$ cat config.mk
export PLATFORM = sky130hd
export DESIGN_NAME = fcsc_flash_regs
export DESIGN_NICKNAME = d
export VERILOG_FILES = /design/src/rtl/fcsc_pkg.sv /design/src/rtl/fcsc_flash_regs.sv
export VERILOG_INCLUDE_DIRS = /design/src /design/src/rtl
export SDC_FILE = /design/constraint.sdc
export NUM_CORES = 1
export LEC_CHECK = 0
export ABC_AREA = 1
export BUFFER_PORTS_ARGS = -buffer_cell sky130_fd_sc_hd__clkbuf_2
export CORE_AREA = 3 3 66 68
export DETAILED_ROUTE_END_ITERATION = 7
export DIE_AREA = 0 0 69 71
export GPL_TIMING_DRIVEN = 0
export PLACE_DENSITY_LB_ADDON = 0.25
export SYNTH_ARGS = -nofsm -noshare
export SYNTH_HDL_FRONTEND = slang
export SYNTH_SLANG_ARGS = --single-unit
$ cat constraint.sdc
create_clock -name clk -period 1.8 [get_ports clk]
set_input_delay 0 -clock clk [delete_from_list [all_inputs] [get_ports clk]]
set_output_delay 0 -clock clk [all_outputs]
set_load 0.03 [all_outputs]
$ cat src/rtl/fcsc_regs.svh
`ifndef FCSC_REGS_SVH
`define FCSC_REGS_SVH
`define FCSC_ADDR_W        4
`define FCSC_OFF_CLKDIV    4'h0
`define FCSC_OFF_SECURITY  4'h1
`define FCSC_OFF_TEST      4'h2
`define FCSC_OFF_CONFIG    4'h3
`define FCSC_OFF_IRQ_STAT  4'h4
`define FCSC_OFF_IRQ_MASK  4'h5
`define FCSC_BIT_LOADED    7
`define FCSC_BIT_PRESCALE  6
`define FCSC_BIT_BEIE      7
`define FCSC_BIT_COMMAND_DONE_IRQ_ENABLE      6
`define FCSC_BIT_KEYW      5
`define FCSC_CODE_ON       2'h2
`define FCSC_PRESCALE_DIV  3'h7
`define FCSC_CLKDIV_RST    8'h00
`define FCSC_CONFIG_RST    8'h00
`define FCSC_FORCED_LEVEL  2'h2
`endif

$ cat src/rtl/fcsc_pkg.sv
package fcsc_pkg;
   typedef logic [7:0] fcsc_byte_t;
endpackage

$ cat src/rtl/fcsc_flash_regs.sv
`timescale 1ns/10ps
`include "fcsc_regs.svh"
module fcsc_flash_regs
   import fcsc_pkg::*;
(
   input  wire logic                     clk,
   input  wire logic                     nrst,
   input  wire logic [`FCSC_ADDR_W-1:0]  addr,
   input  wire logic [7:0]               wdata,
   input  wire logic                     wr,
   input  wire logic                     rd,
   output logic      [7:0]               rdata,
   input  wire logic                     nv_valid,
   input  wire logic [7:0]               nv_security_byte,
   input  wire logic                     backdoor_unlock,
   input  wire logic                     command_buffer_empty_flag,
   input  wire logic                     command_complete_flag,
   output logic                          flash_timing_tick,
   output logic                          backdoor_enabled,
   output logic                          device_unsecured,
   output logic                          array_key_mode,
   output logic                          array_read_invalid,
   output logic                          flash_irq,
   output logic                          event_irq
);
   fcsc_byte_t clkdiv;
   fcsc_byte_t security_options;
   fcsc_byte_t config_r;
   logic [1:0] irq_stat;
   logic [1:0] irq_mask;
   logic [2:0] pre_cnt;
   logic [5:0] div_cnt;
   logic       nv_loaded;
   logic       beif_q;
   logic       command_complete_flag_q;

   wire wr_clkdiv = wr && (addr == `FCSC_OFF_CLKDIV);
   wire wr_config = wr && (addr == `FCSC_OFF_CONFIG);
   wire wr_stat   = wr && (addr == `FCSC_OFF_IRQ_STAT);
   wire wr_mask   = wr && (addr == `FCSC_OFF_IRQ_MASK);
   wire divider_loaded_flag = clkdiv[`FCSC_BIT_LOADED];
   wire prescale_by_eight   = clkdiv[`FCSC_BIT_PRESCALE];
   wire [5:0] divide_value  = clkdiv[5:0];
   wire [1:0] backdoor_enable_code = security_options[7:6];
   wire [1:0] protection_level     = security_options[1:0];
   wire key_on = (backdoor_enable_code == `FCSC_CODE_ON);
   wire buffer_empty_irq_enable = config_r[`FCSC_BIT_BEIE];
   wire command_done_irq_enable = config_r[`FCSC_BIT_COMMAND_DONE_IRQ_ENABLE];
   wire key_write_select        = config_r[`FCSC_BIT_KEYW];
   // prescaler stage: /8 or pass-through, then /(n+1); max 8*64 = 512
   wire pre_tick = !prescale_by_eight || (pre_cnt == `FCSC_PRESCALE_DIV);
   wire div_tick = pre_tick && (div_cnt == divide_value);
   wire [1:0] events = {command_buffer_empty_flag & ~beif_q,
                        command_complete_flag & ~command_complete_flag_q};
   wire [7:0] next_config;
   assign next_config = {wdata[`FCSC_BIT_BEIE], wdata[`FCSC_BIT_COMMAND_DONE_IRQ_ENABLE],
                         key_on ? wdata[`FCSC_BIT_KEYW] : key_write_select,
                         5'h00};
   wire [7:0] rd_mux =
      (addr == `FCSC_OFF_CLKDIV)   ? clkdiv :
      (addr == `FCSC_OFF_SECURITY) ? security_options :
      (addr == `FCSC_OFF_CONFIG)   ? config_r :
      (addr == `FCSC_OFF_IRQ_STAT) ? {6'h00, irq_stat} :
      (addr == `FCSC_OFF_IRQ_MASK) ? {6'h00, irq_mask} :
      8'h00;                                                     // unmapped reads zero

   always_ff @(posedge clk or negedge nrst) begin
      if (!nrst) begin
         clkdiv <= `FCSC_CLKDIV_RST;
      end else if (wr_clkdiv && !divider_loaded_flag) begin
         clkdiv <= {1'b1, wdata[6:0]};
      end
   end

   // security byte has no bus write path; only NV load and backdoor unlock write it
   always_ff @(posedge clk or negedge nrst) begin
      if (!nrst) begin
         security_options <= 8'h00;
         nv_loaded        <= 1'b0;
      end else if (nv_valid && !nv_loaded) begin
         security_options <= nv_security_byte;
         nv_loaded        <= 1'b1;
      end else if (backdoor_unlock && key_on) begin
         security_options[1:0] <= `FCSC_FORCED_LEVEL;
      end
   end

   always_ff @(posedge clk or negedge nrst) begin
      if (!nrst) begin
         config_r <= `FCSC_CONFIG_RST;
      end else if (wr_config) begin
         config_r <= next_config;
      end
   end

   always_ff @(posedge clk or negedge nrst) begin
      if (!nrst) begin
         pre_cnt <= 3'h0;
         div_cnt <= 6'h00;
      end else begin
         pre_cnt <= prescale_by_eight ? pre_cnt + 3'h1 : 3'h0;
         if (pre_tick) begin
            div_cnt <= div_tick ? 6'h00 : div_cnt + 6'h01;
         end
      end
   end

   // set wins over write-one-to-clear
   always_ff @(posedge clk or negedge nrst) begin
      if (!nrst) begin
         irq_stat <= 2'h0;
         irq_mask <= 2'h0;
         beif_q   <= 1'b0;
         command_complete_flag_q   <= 1'b0;
         rdata    <= 8'h00;
         flash_timing_tick <= 1'b0;
      end else begin
         beif_q   <= command_buffer_empty_flag;
         command_complete_flag_q   <= command_complete_flag;
         irq_stat <= (irq_stat & ~(wr_stat ? wdata[1:0] : 2'h0)) | events;
         if (wr_mask) begin
            irq_mask <= wdata[1:0];
         end
         rdata <= rd ? rd_mux : 8'h00;
         flash_timing_tick <= div_tick && divider_loaded_flag;
      end
   end

   assign backdoor_enabled   = key_on;
   assign device_unsecured   = (protection_level == `FCSC_FORCED_LEVEL);
   assign array_key_mode     = key_write_select;
   assign array_read_invalid = key_write_select;
   // level, follows flags directly until flag or enable drops
   assign flash_irq = (buffer_empty_irq_enable & command_buffer_empty_flag) |
                      (command_done_irq_enable & command_complete_flag);
   assign event_irq = |(irq_stat & irq_mask);
endmodule

==> results of run 1 <==
[critical path, cell delays in order (launching register included)]
cell	delay (ns)
dfrtp_1	0.38
ha_1	0.20
ha_1	0.17
inv_1	0.05
nand2_1	0.13
nand3_1	0.14
nor2_1	0.05
nand3_1	0.15
nand2_1	0.07
nor2_1	0.09
[how the worst min path moves through the flow]
stage / start / to / slack (ns) / cells after the start
after floorplan: nrst / beif_q / -0.30 / 0
after global placement: command_complete_flag / command_complete_flag_q / 0.14 / 1
after detailed placement: command_complete_flag / command_complete_flag_q / 0.14 / 1
after CTS: backdoor_unlock / security_options[1] / 0.008 / 4
after global routing: backdoor_unlock / security_options[1] / 0.04 / 4
final: backdoor_unlock / security_options[1] / 0.02 / 4
[cells in the mapped netlist (all sizes together)]
master	instances
a22o	1
a21oi	7
o21ai	18
a31oi	3
xor2	1
nand4	1
nor2	27
buf	2
dfrtp	44
mux2	5
clkinv	1
nor3	4
inv	37
o22ai	3
ha	3
nand2	61
o21bai	1
nand3	18
[area by class of cell]
cell class / instances / area, sq um
inverter: 38 / 143.9
buffer: 2 / 18.77
fill: 346 / 1287
tap: 50 / 62.56
multi-input combinational: 153 / 792.0
clock inverter: 3 / 18.77
clock buffer: 5 / 68.82
timing repair buffer: 63 / 420.4
sequential: 44 / 1101
[metal layers]
metal  GRT usage (%)  routed length [microns]  share of wire, %  vias up
met4           8.677                      113               2.6        0
met1           24.17                     1874                43      795
li1                -                        -                 -      887
met5               0                        0                 0        -
met2           31.36                     2166                50       40
met3           4.688                      171               4.0       11
[through the flow]
step           util [%]  hold slack, ns  cells
2_1_floorplan         -         -0.2956    237
3_3_place_gp      59.49          0.1393    329
3_5_place_dp      59.49          0.1424    329
4_1_cts           67.10        0.007818    358
5_1_grt           67.10         0.03620    358
6_report          67.10         0.01616    358
[state kept, by name, summed over array words and instances (netlist names)]
| signal | cells |
|---|---|
| nv_loaded | 1 |
| div_cnt | 6 |
| flash_timing_tick | 1 |
| pre_cnt | 3 |
| config_r | 3 |
| clkdiv | 8 |
| irq_mask | 2 |
| command_complete_flag_q | 1 |
| rdata | 8 |
| irq_stat | 2 |
| beif_q | 1 |
| security_options | 8 |
[cells by family after synthesis]
logic type	synth area share [%]
AOI/OAI and AO/OA	9.982
xor gates and xnor gates	0.4261
adders and majority gates	1.826
buffers and inverters	7.912
DFF	53.56
muxes	2.739
and+or+nand+nor	23.55
[power by group through the flow]
stage | logic (W) | registers (W) | clock network, W
2_1_floorplan | 0.000109 | 0.00107 | 0
4_1_cts | 0.000260 | 0.00104 | 0.000625
3_3_place_gp | 0.000222 | 0.00106 | 0
3_5_place_dp | 0.000225 | 0.00106 | 0
5_1_grt | 0.000286 | 0.00105 | 0.000671
6_report | 0.000258 | 0.00104 | 0.000605
[cell usage in the layout (no fill, tap or decap), drive strengths merged]
| master | n |
|---|---|
| nand2 | 61 |
| clkbuf | 47 |
| dfrtp | 44 |
| inv | 37 |
| nor2 | 27 |
| dlygate4sd3 | 21 |
| nand3 | 18 |
| o21ai | 18 |
| a21oi | 7 |
| mux2 | 5 |
| nor3 | 4 |
| clkinv | 4 |
| o22ai | 3 |
| a31oi | 3 |
| ha | 3 |
| buf | 2 |
| a22o | 1 |
| nand4 | 1 |
| xor2 | 1 |
| o21bai | 1 |
[timing repair]
item,4_1_cts,5_1_grt
setup endpoints to repair,0,0
hold buffers,21,0
endpoints found under the hold margin,70,0
buffers inserted,0,0
==> flow_metrics.py, run 1 <==
metrics = {
    "cells_and_area": {
        "drive_gt1_share_pct": 23.05,
        "nNetsFinal": 338,
        "antenna_cells": 0,
        "area_growth_pct": 27.75,
        "final_area_sq_um": 2626,
    },
    "floorplanning": {
        "start_util_pct": 52.53,
        "core_sq_um": 3914,
        "die_w_microns": 69,
        "ios": 43,
        "num_rows": 23,
        "fp.dieH_microns": 71,
        "dieArea_sq_um": 4899,
    },
    "drt": {
        "ant_nets": 0,
        "vias": 1733,
        "drc": 0,
        "routedWlPerCell_microns": 12.08,
        "first_iter_violations": 131,
        "viasPerCell": 4.841,
        "wl_microns": 4325,
        "drt_first_pass_iters": 4,
    },
    "clock_network": {
        "ctsResizeCount": 0,
        "cts_max_level": 2,
        "clk_latency_ns": 0.29,
        "path_clk_slew_ns": 0.08,
        "root_buffer": "clkbuf_8",
        "cts.sinks": 44,
        "numCtsBuffers": 5,
        "cts_tree": "built",
        "cts.path.max_buffers": 2,
    },
    "setup_path": {
        "timing.rr.start": "pre_cnt[0]",
        "worstPathMaxFanout": 7,
        "reg2reg_to": "div_cnt[4]",
        "reg2reg_slack_ns": 0.30,
        "cp-endpoint": "div_cnt[4]",
        "cp-startpoint": "pre_cnt[0]",
        "cp-end-kind": "flop",
        "r2r_cells": 9,
        "crit_type": "flop to flop",
        "crit_required_ns": 2.03,
        "start_kind": "flop",
        "worst-endpoint-arrival_ns": 1.73,
    },
    "power_and_ir_drop": {
        "finalPower_w": 0.001905,
        "switching_power_w": 0.0005138,
        "pwr-share-seq_pct": 54.7,
        "ir_drop_mv": 0.5686,
        "swShare_pct": 26.97,
        "power_density_nw_per_um2": 725.5,
        "clkPwrFrac_pct": 31.8,
        "internal_power_w": 0.001392,
        "combPwrFrac_pct": 13.5,
        "p_leak_nw": 1.416,
    },
    "sta": {
        "rsz0062_at_grt": "false",
        "max_slew.worst_pin.slew_ns": 1.072,
        "period_needed_ns": 1.500,
        "max_freq_mhz": 666.5,
        "maxSlewHeadroom_pct": 28.53,
        "finalSetupViolCount": 0,
        "final_max_slew_viol_count": 0,
        "hold_viol_final": 0,
        "min_period_over_period_pct": 83.36,
        "fin_skew_ns": 0.008693,
        "tns_ns": 0,
        "setup_ws_ns": 0.2996,
    },
    "grt": {
        "grt_max_degree": 45,
        "grt_overflow": 0,
        "grt_pass1_wl_microns": 7493,
        "grt_pass1_vias": 1694,
        "antenna_found_initial": 0,
        "grt_usage_pct": 19.17,
    },
    "logic_synthesis": {
        "syn_inst": 237,
        "ys_ff_latch": 44,
        "yosysWarningCount": 0,
        "syn_nets": 268,
        "syn_avg_cell_area_sq_um": 8.674,
        "synth.largest_area_cell": "dfrtp_1",
        "seq_area_frac_synth_pct": 53.56,
        "syn_area_sq_um": 2056,
        "synth_top_area_share_pct": 53.56,
        "post_synth_main_area_contributors": "dfrtp_1, nand2_1, inv_1",
        "synth_cell_types": 26,
    },
    "placement": {
        "dp_hpwl_microns": 3098,
        "dpl_worst_slack_ns": 0.3136,
        "io_buffers": 42,
        "routabilityCongestion": 0.8052,
        "place_area_sq_um": 2328,
    },
    "flow_run": {
        "max-cap-violations": 0,
    },
    "worst_hold_path": {
        "min_path_type": "input port to flop",
    },
    "run_status": {
        "status": "finished clean",
    },
}
No activity file was read; power rests on OpenSTA's default activity.
==> run 2, diff against run 1 <==
==> constraint.sdc (replaced) <==
create_clock -name clk -period 1.4 [get_ports clk]
set_input_delay 0 -clock clk [delete_from_list [all_inputs] [get_ports clk]]
set_output_delay 0 -clock clk [all_outputs]
set_load 0.03 [all_outputs]
==> flow_metrics.py, run 2 (synthesis results as in run 1) <==
metrics = {
    "run_status": {
        "status": "finished clean",
    },
    "cells_and_area": {
        "area_growth_pct": 31.28,
        "layout.cells.non_filler": 359,
        "nNetsFinal": 339,
        "largestRegisters": "clkdiv (8), rdata (8), security_options (8)",
        "utilization_pct": 68.96,
        "layout_commonest_cell": "nand2_1",
        "drive_gt1_share_pct": 26.86,
        "final_cell_mix": "nand2_1, dfrtp_1, clkbuf_2",
        "antenna_cells": 0,
    },
    "power_and_ir_drop": {
        "ir_drop_mv": 0.7320,
        "clkPwrFrac_pct": 31.6,
        "swShare_pct": 26.86,
        "internal_power_w": 0.001789,
        "p_leak_nw": 1.425,
        "pwr-share-seq_pct": 54.8,
        "power_density_nw_per_um2": 906.3,
        "combPwrFrac_pct": 13.6,
        "switching_power_w": 0.0006570,
    },
    "placement": {
        "dp_hpwl_microns": 3098,
        "dpl_worst_slack_ns": -0.08645,
        "routabilityCongestion": 0.8052,
        "placed_cells": 329,
        "io_buffers": 42,
    },
    "drt": {
        "ant_nets": 0,
        "wl_microns": 4434,
        "drt_first_pass_iters": 4,
        "viasPerCell": 4.869,
        "drc": 0,
        "first_iter_violations": 122,
        "routedWlPerCell_microns": 12.35,
        "vias": 1748,
    },
    "setup_path": {
        "cp-end-kind": "flop",
        "crit_required_ns": 1.59,
        "crit_type": "flop to flop",
        "slowest_delay_ns": 0.39,
        "path_delay_family": "flip-flops",
        "start_kind": "flop",
        "critPathSlowestCell": "dfrtp_1",
        "worst-endpoint-arrival_ns": 1.54,
        "path_cells": "ha_2, ha_4, inv_2, nand2_4, nand4_1, xor2_1, nor2_1",
        "worstPathMaxFanout": 7,
        "worstPathBufferInverterCount": 1,
    },
    "floorplanning": {
        "start_util_pct": 52.53,
        "core_sq_um": 3914,
        "die_w_microns": 69,
        "num_rows": 23,
        "dieArea_sq_um": 4899,
        "fp.dieH_microns": 71,
        "ios": 43,
    },
    "sta": {
        "max_freq_mhz": 740.0,
        "finalSetupViolCount": 0,
        "fin_skew_ns": 0.008495,
        "tns_ns": 0,
        "max_slew.worst_pin.slew_ns": 1.090,
        "period_needed_ns": 1.351,
        "setup_ws_ns": 0.04865,
        "min_period_over_period_pct": 96.53,
        "hold_viol_final": 0,
        "rsz0062_at_grt": "true",
        "maxSlewHeadroom_pct": 27.35,
        "final_max_slew_viol_count": 0,
    },
    "clock_network": {
        "root_buffer": "clkbuf_8",
        "cts_tree": "built",
        "cts_max_level": 2,
        "numCtsBuffers": 5,
        "path_clk_slew_ns": 0.08,
        "cts.sinks": 44,
        "clk_latency_ns": 0.29,
        "cts.path.max_buffers": 2,
    },
    "grt": {
        "grt_max_degree": 45,
        "grt_pass1_vias": 1712,
        "grt_pass1_wl_microns": 7562,
        "antenna_found_initial": 0,
        "grt_overflow": 0,
        "grt_usage_pct": 19.32,
    },
    "flow_run": {
        "max-cap-violations": 0,
    },
    "worst_hold_path": {
        "min_path_type": "input port to flop",
    },
}
-- run 2: cell count changes in the layout (fill, tap and decap cells not counted), moves of 2 or more --
cell,delta
inv_2,+2
nor2_1,-2
inv_1,-2
nand2_1,-2
ha_1,-2
nand3_4,+2
nand3_1,-3
-- run 2: layer usage --
| metal | share of wire [%] | vias to the layer above | wire [microns] | GRT usage [%] |
|---|---|---|---|---|
| li1 | - | 889 | - | - |
| met1 | 43 | 805 | 1891 | 24.26 |
| met4 | 2.6 | 0 | 116 | 8.677 |
| met3 | 4.1 | 11 | 182 | 4.688 |
| met2 | 51 | 43 | 2243 | 31.78 |
| met5 | 0 | - | 0 | 0 |
-- run 2: power by group through the flow --
stage	combinational (W)	clock, W	sequential (W)
after global placement	0.000285	0	0.00136
after global routing	0.000367	0.000862	0.00135
after floorplan	0.000140	0	0.00138
final	0.000332	0.000774	0.00134
after CTS	0.000335	0.000803	0.00134
after detailed placement	0.000290	0	0.00137
-- run 2: final cells by class --
class | count | area [sq um]
Buffer | 2 | 18.77
Clock buffer | 5 | 68.82
Clock inverter | 3 | 18.77
Fill cell | 333 | 1215
Inverter | 38 | 143.9
Multi-Input combinational cell | 153 | 857.1
Sequential cell | 44 | 1101
Tap cell | 50 | 62.56
Timing Repair Buffer | 64 | 427.9
-- run 2: final timing paths --
check                                       to  cells past startpoint               startpoint  slack, ns
max                                 div_cnt[3]                      7               pre_cnt[0]       0.05
min                        security_options[1]                      4          backdoor_unlock       0.02
max reg2reg                         div_cnt[3]                      7               pre_cnt[0]       0.05
min reg2reg                        irq_stat[0]                      1  command_complete_flag_q       0.42
max in group asynchronous          irq_mask[0]                      2                     nrst       0.29
min in group asynchronous  security_options[3]                      2                     nrst       0.44
-- run 2: through the flow --
step	total power, W	area (sq um)	hold slack, ns
6_report	0.002446	2699	0.01806
5_1_grt	0.002575	2699	0.03620
4_1_cts	0.002478	2634	0.007818
3_5_place_dp	0.001656	2328	0.1424
3_3_place_gp	0.001648	2328	0.1393
2_1_floorplan	0.001521	2056	-0.2956
-- run 2: worst min-delay path, stage by stage --
cell,delay (ns)
clkbuf_2,0.08
nand2_1,0.05
nand2_1,0.08
o21ai_0,0.07
-- run 2: repair_timing --
item                                    4_1_cts  5_1_grt
pin swaps                                     0        4
cloned                                        0        0
hold buffers                                 21        0
endpoints found under the setup margin        5        5
buffers inserted                              0        1
endpoints found under the hold margin        70        0
resized for setup                             2       15
==> run 3, diff against run 2 <==
--- a/config.mk
+++ b/config.mk
@@ -12,7 +12,7 @@
 export DETAILED_ROUTE_END_ITERATION = 7
 export DIE_AREA = 0 0 69 71
 export GPL_TIMING_DRIVEN = 0
-export PLACE_DENSITY_LB_ADDON = 0.25
+export PLACE_DENSITY = 0.89
 export SYNTH_ARGS = -nofsm -noshare
 export SYNTH_HDL_FRONTEND = slang
 export SYNTH_SLANG_ARGS = --single-unit
==> flow_metrics.py, run 3 (synthesis results as in run 1) <==
metrics = {
    "run_status": {
        "status": "finished clean",
    },
    "drt": {
        "first_iter_violations": 153,
        "viasPerCell": 5.042,
        "drc": 0,
        "vias": 1820,
        "wl_microns": 4831,
        "routedWlPerCell_microns": 13.38,
        "drt_first_pass_iters": 4,
        "ant_nets": 0,
    },
    "setup_path": {
        "r2r_cells": 8,
        "slowest_delay_ns": 0.41,
        "cp_common_cell": "ha_4",
        "start_kind": "flop",
        "path_delay_family": "simple AND/OR/NAND/NOR gates",
        "reg2reg_slack_ns": 0.03,
        "cp-end-kind": "flop",
        "reg2reg_to": "div_cnt[5]",
        "critPathSlowestCell": "dfrtp_1",
        "crit_type": "flop to flop",
        "crit_required_ns": 1.64,
        "worstPathBufferInverterCount": 1,
        "timing.rr.start": "pre_cnt[0]",
        "worstPathMaxFanout": 6,
        "path_cells": "ha_4, ha_4, inv_2, nand2_4, nand4_1, o21bai_1, nand2_1, nor2_1",
        "worst-endpoint-arrival_ns": 1.62,
    },
    "floorplanning": {
        "num_rows": 23,
        "start_util_pct": 52.53,
        "core_sq_um": 3914,
        "ios": 43,
        "die_w_microns": 69,
        "dieArea_sq_um": 4899,
        "fp.dieH_microns": 71,
    },
    "placement": {
        "io_buffers": 42,
        "routabilityCongestion": 0.8706,
        "dp_hpwl_microns": 3224,
        "place_area_sq_um": 2328,
        "placed_cells": 329,
    },
    "power_and_ir_drop": {
        "p_leak_nw": 1.431,
        "ir_drop_mv": 0.6707,
        "power_density_nw_per_um2": 912.5,
        "finalPower_w": 0.002458,
    },
    "sta": {
        "maxSlewHeadroom_pct": 28.63,
        "max_freq_mhz": 727.7,
        "hold_slack_ns": 0.02669,
        "max_slew.worst_pin.slew_ns": 1.071,
        "tns_ns": 0,
        "finalSetupViolCount": 0,
        "final_max_slew_viol_count": 0,
        "fin_skew_ns": 0.01235,
        "rsz0062_at_grt": "true",
        "hold_viol_final": 0,
        "min_period_over_period_pct": 98.15,
        "period_needed_ns": 1.374,
    },
    "clock_network": {
        "cts_max_level": 2,
        "numCtsBuffers": 5,
        "clk_latency_ns": 0.31,
        "cts.sinks": 44,
        "root_buffer": "clkbuf_8",
        "path_clk_slew_ns": 0.09,
        "cts_tree": "built",
        "cts.path.max_buffers": 2,
    },
    "worst_hold_path": {
        "min_to": "security_options[0]",
        "min-delay-start": "backdoor_unlock",
        "min_path_type": "input port to flop",
        "worstHoldPathCells": 4,
    },
    "cells_and_area": {
        "area_growth_pct": 31.04,
        "largestRegisters": "clkdiv (8), rdata (8), security_options (8)",
        "layout.cells.non_filler": 361,
        "final_cell_mix": "nand2_1, dfrtp_1, clkbuf_2",
        "nNetsFinal": 341,
        "drive_gt1_share_pct": 26.05,
        "antenna_cells": 0,
        "final_area_sq_um": 2694,
        "layout_commonest_cell": "nand2_1",
    },
    "grt": {
        "antenna_found_initial": 0,
        "grt_pass1_wl_microns": 8349,
        "grt_pass1_vias": 1885,
        "grt_overflow": 0,
        "grt_usage_pct": 21.53,
        "grt_max_degree": 45,
    },
    "flow_run": {
        "max-cap-violations": 0,
    },
}
[run 3: changes by cell type in the layout (fill, tap and decap cells not counted), sizes merged]
| cell | before | now |
|---|---|---|
| buf | 3 | 5 |
[run 3: metal layers]
metal	vias up	GRT usage (%)	share of wire, %
met4	0	5.640	1.3
met1	855	25.74	41
li1	897	-	-
met5	-	0	0
met3	9	5.682	5.4
met2	59	38.56	53
[run 3: tightest hold or removal path: cells and delay by family]
family	cells	cell delay, ns
buffers and inverters	1	0.08
AND/OR/NAND/NOR	2	0.12
AO/OA/AOI/OAI	1	0.08
[run 3: power by group]
group	internal [W]	total (W)	switching (W)
Sequential	0.00131	0.00134	0.0000270
Combinational	0.000128	0.000335	0.000207
Clock	0.000348	0.000783	0.000435
Total	0.00179	0.00246	0.000669
[run 3: worst max-delay path by stage]
stage | startpoint | to | depth (start not counted)
final | pre_cnt[0] | div_cnt[5] | 8
after global routing | pre_cnt[0] | div_cnt[5] | 8
after CTS | pre_cnt[0] | div_cnt[5] | 8
after detailed placement | pre_cnt[0] | div_cnt[3] | 9
after global placement | pre_cnt[0] | div_cnt[5] | 9
after floorplan | pre_cnt[0] | div_cnt[3] | 7
[run 3: layout make-up]
class                      instances  area, sq um
sequential                        44         1101
clock inverter                     3        18.77
multi-input combinational        153        837.1
clock buffer                       5        68.82
timing repair buffer              66        442.9
inverter                          38        143.9
buffer                             2        18.77
tap                               50        62.56
fill                             302         1220
[run 3: what timing repair did]
| action | in CTS | in global routing |
|---|---|---|
| resized for setup | 7 | 3 |
| pin swaps | 6 | 6 |
| hold buffers | 21 | 0 |
| setup buffers | 2 | 1 |
| endpoints found under the hold margin | 69 | 0 |
| endpoints found under the setup margin | 5 | 5 |
[run 3: metrics by stage]
step / setup WS [ns] / util, %
after floorplan: 0.07457 / -
after global placement: -0.01255 / 59.49
after detailed placement: -0.06301 / 59.49
after CTS: 0.002555 / 68.19
after global routing: -0.06177 / 68.83
final: 0.02585 / 68.83
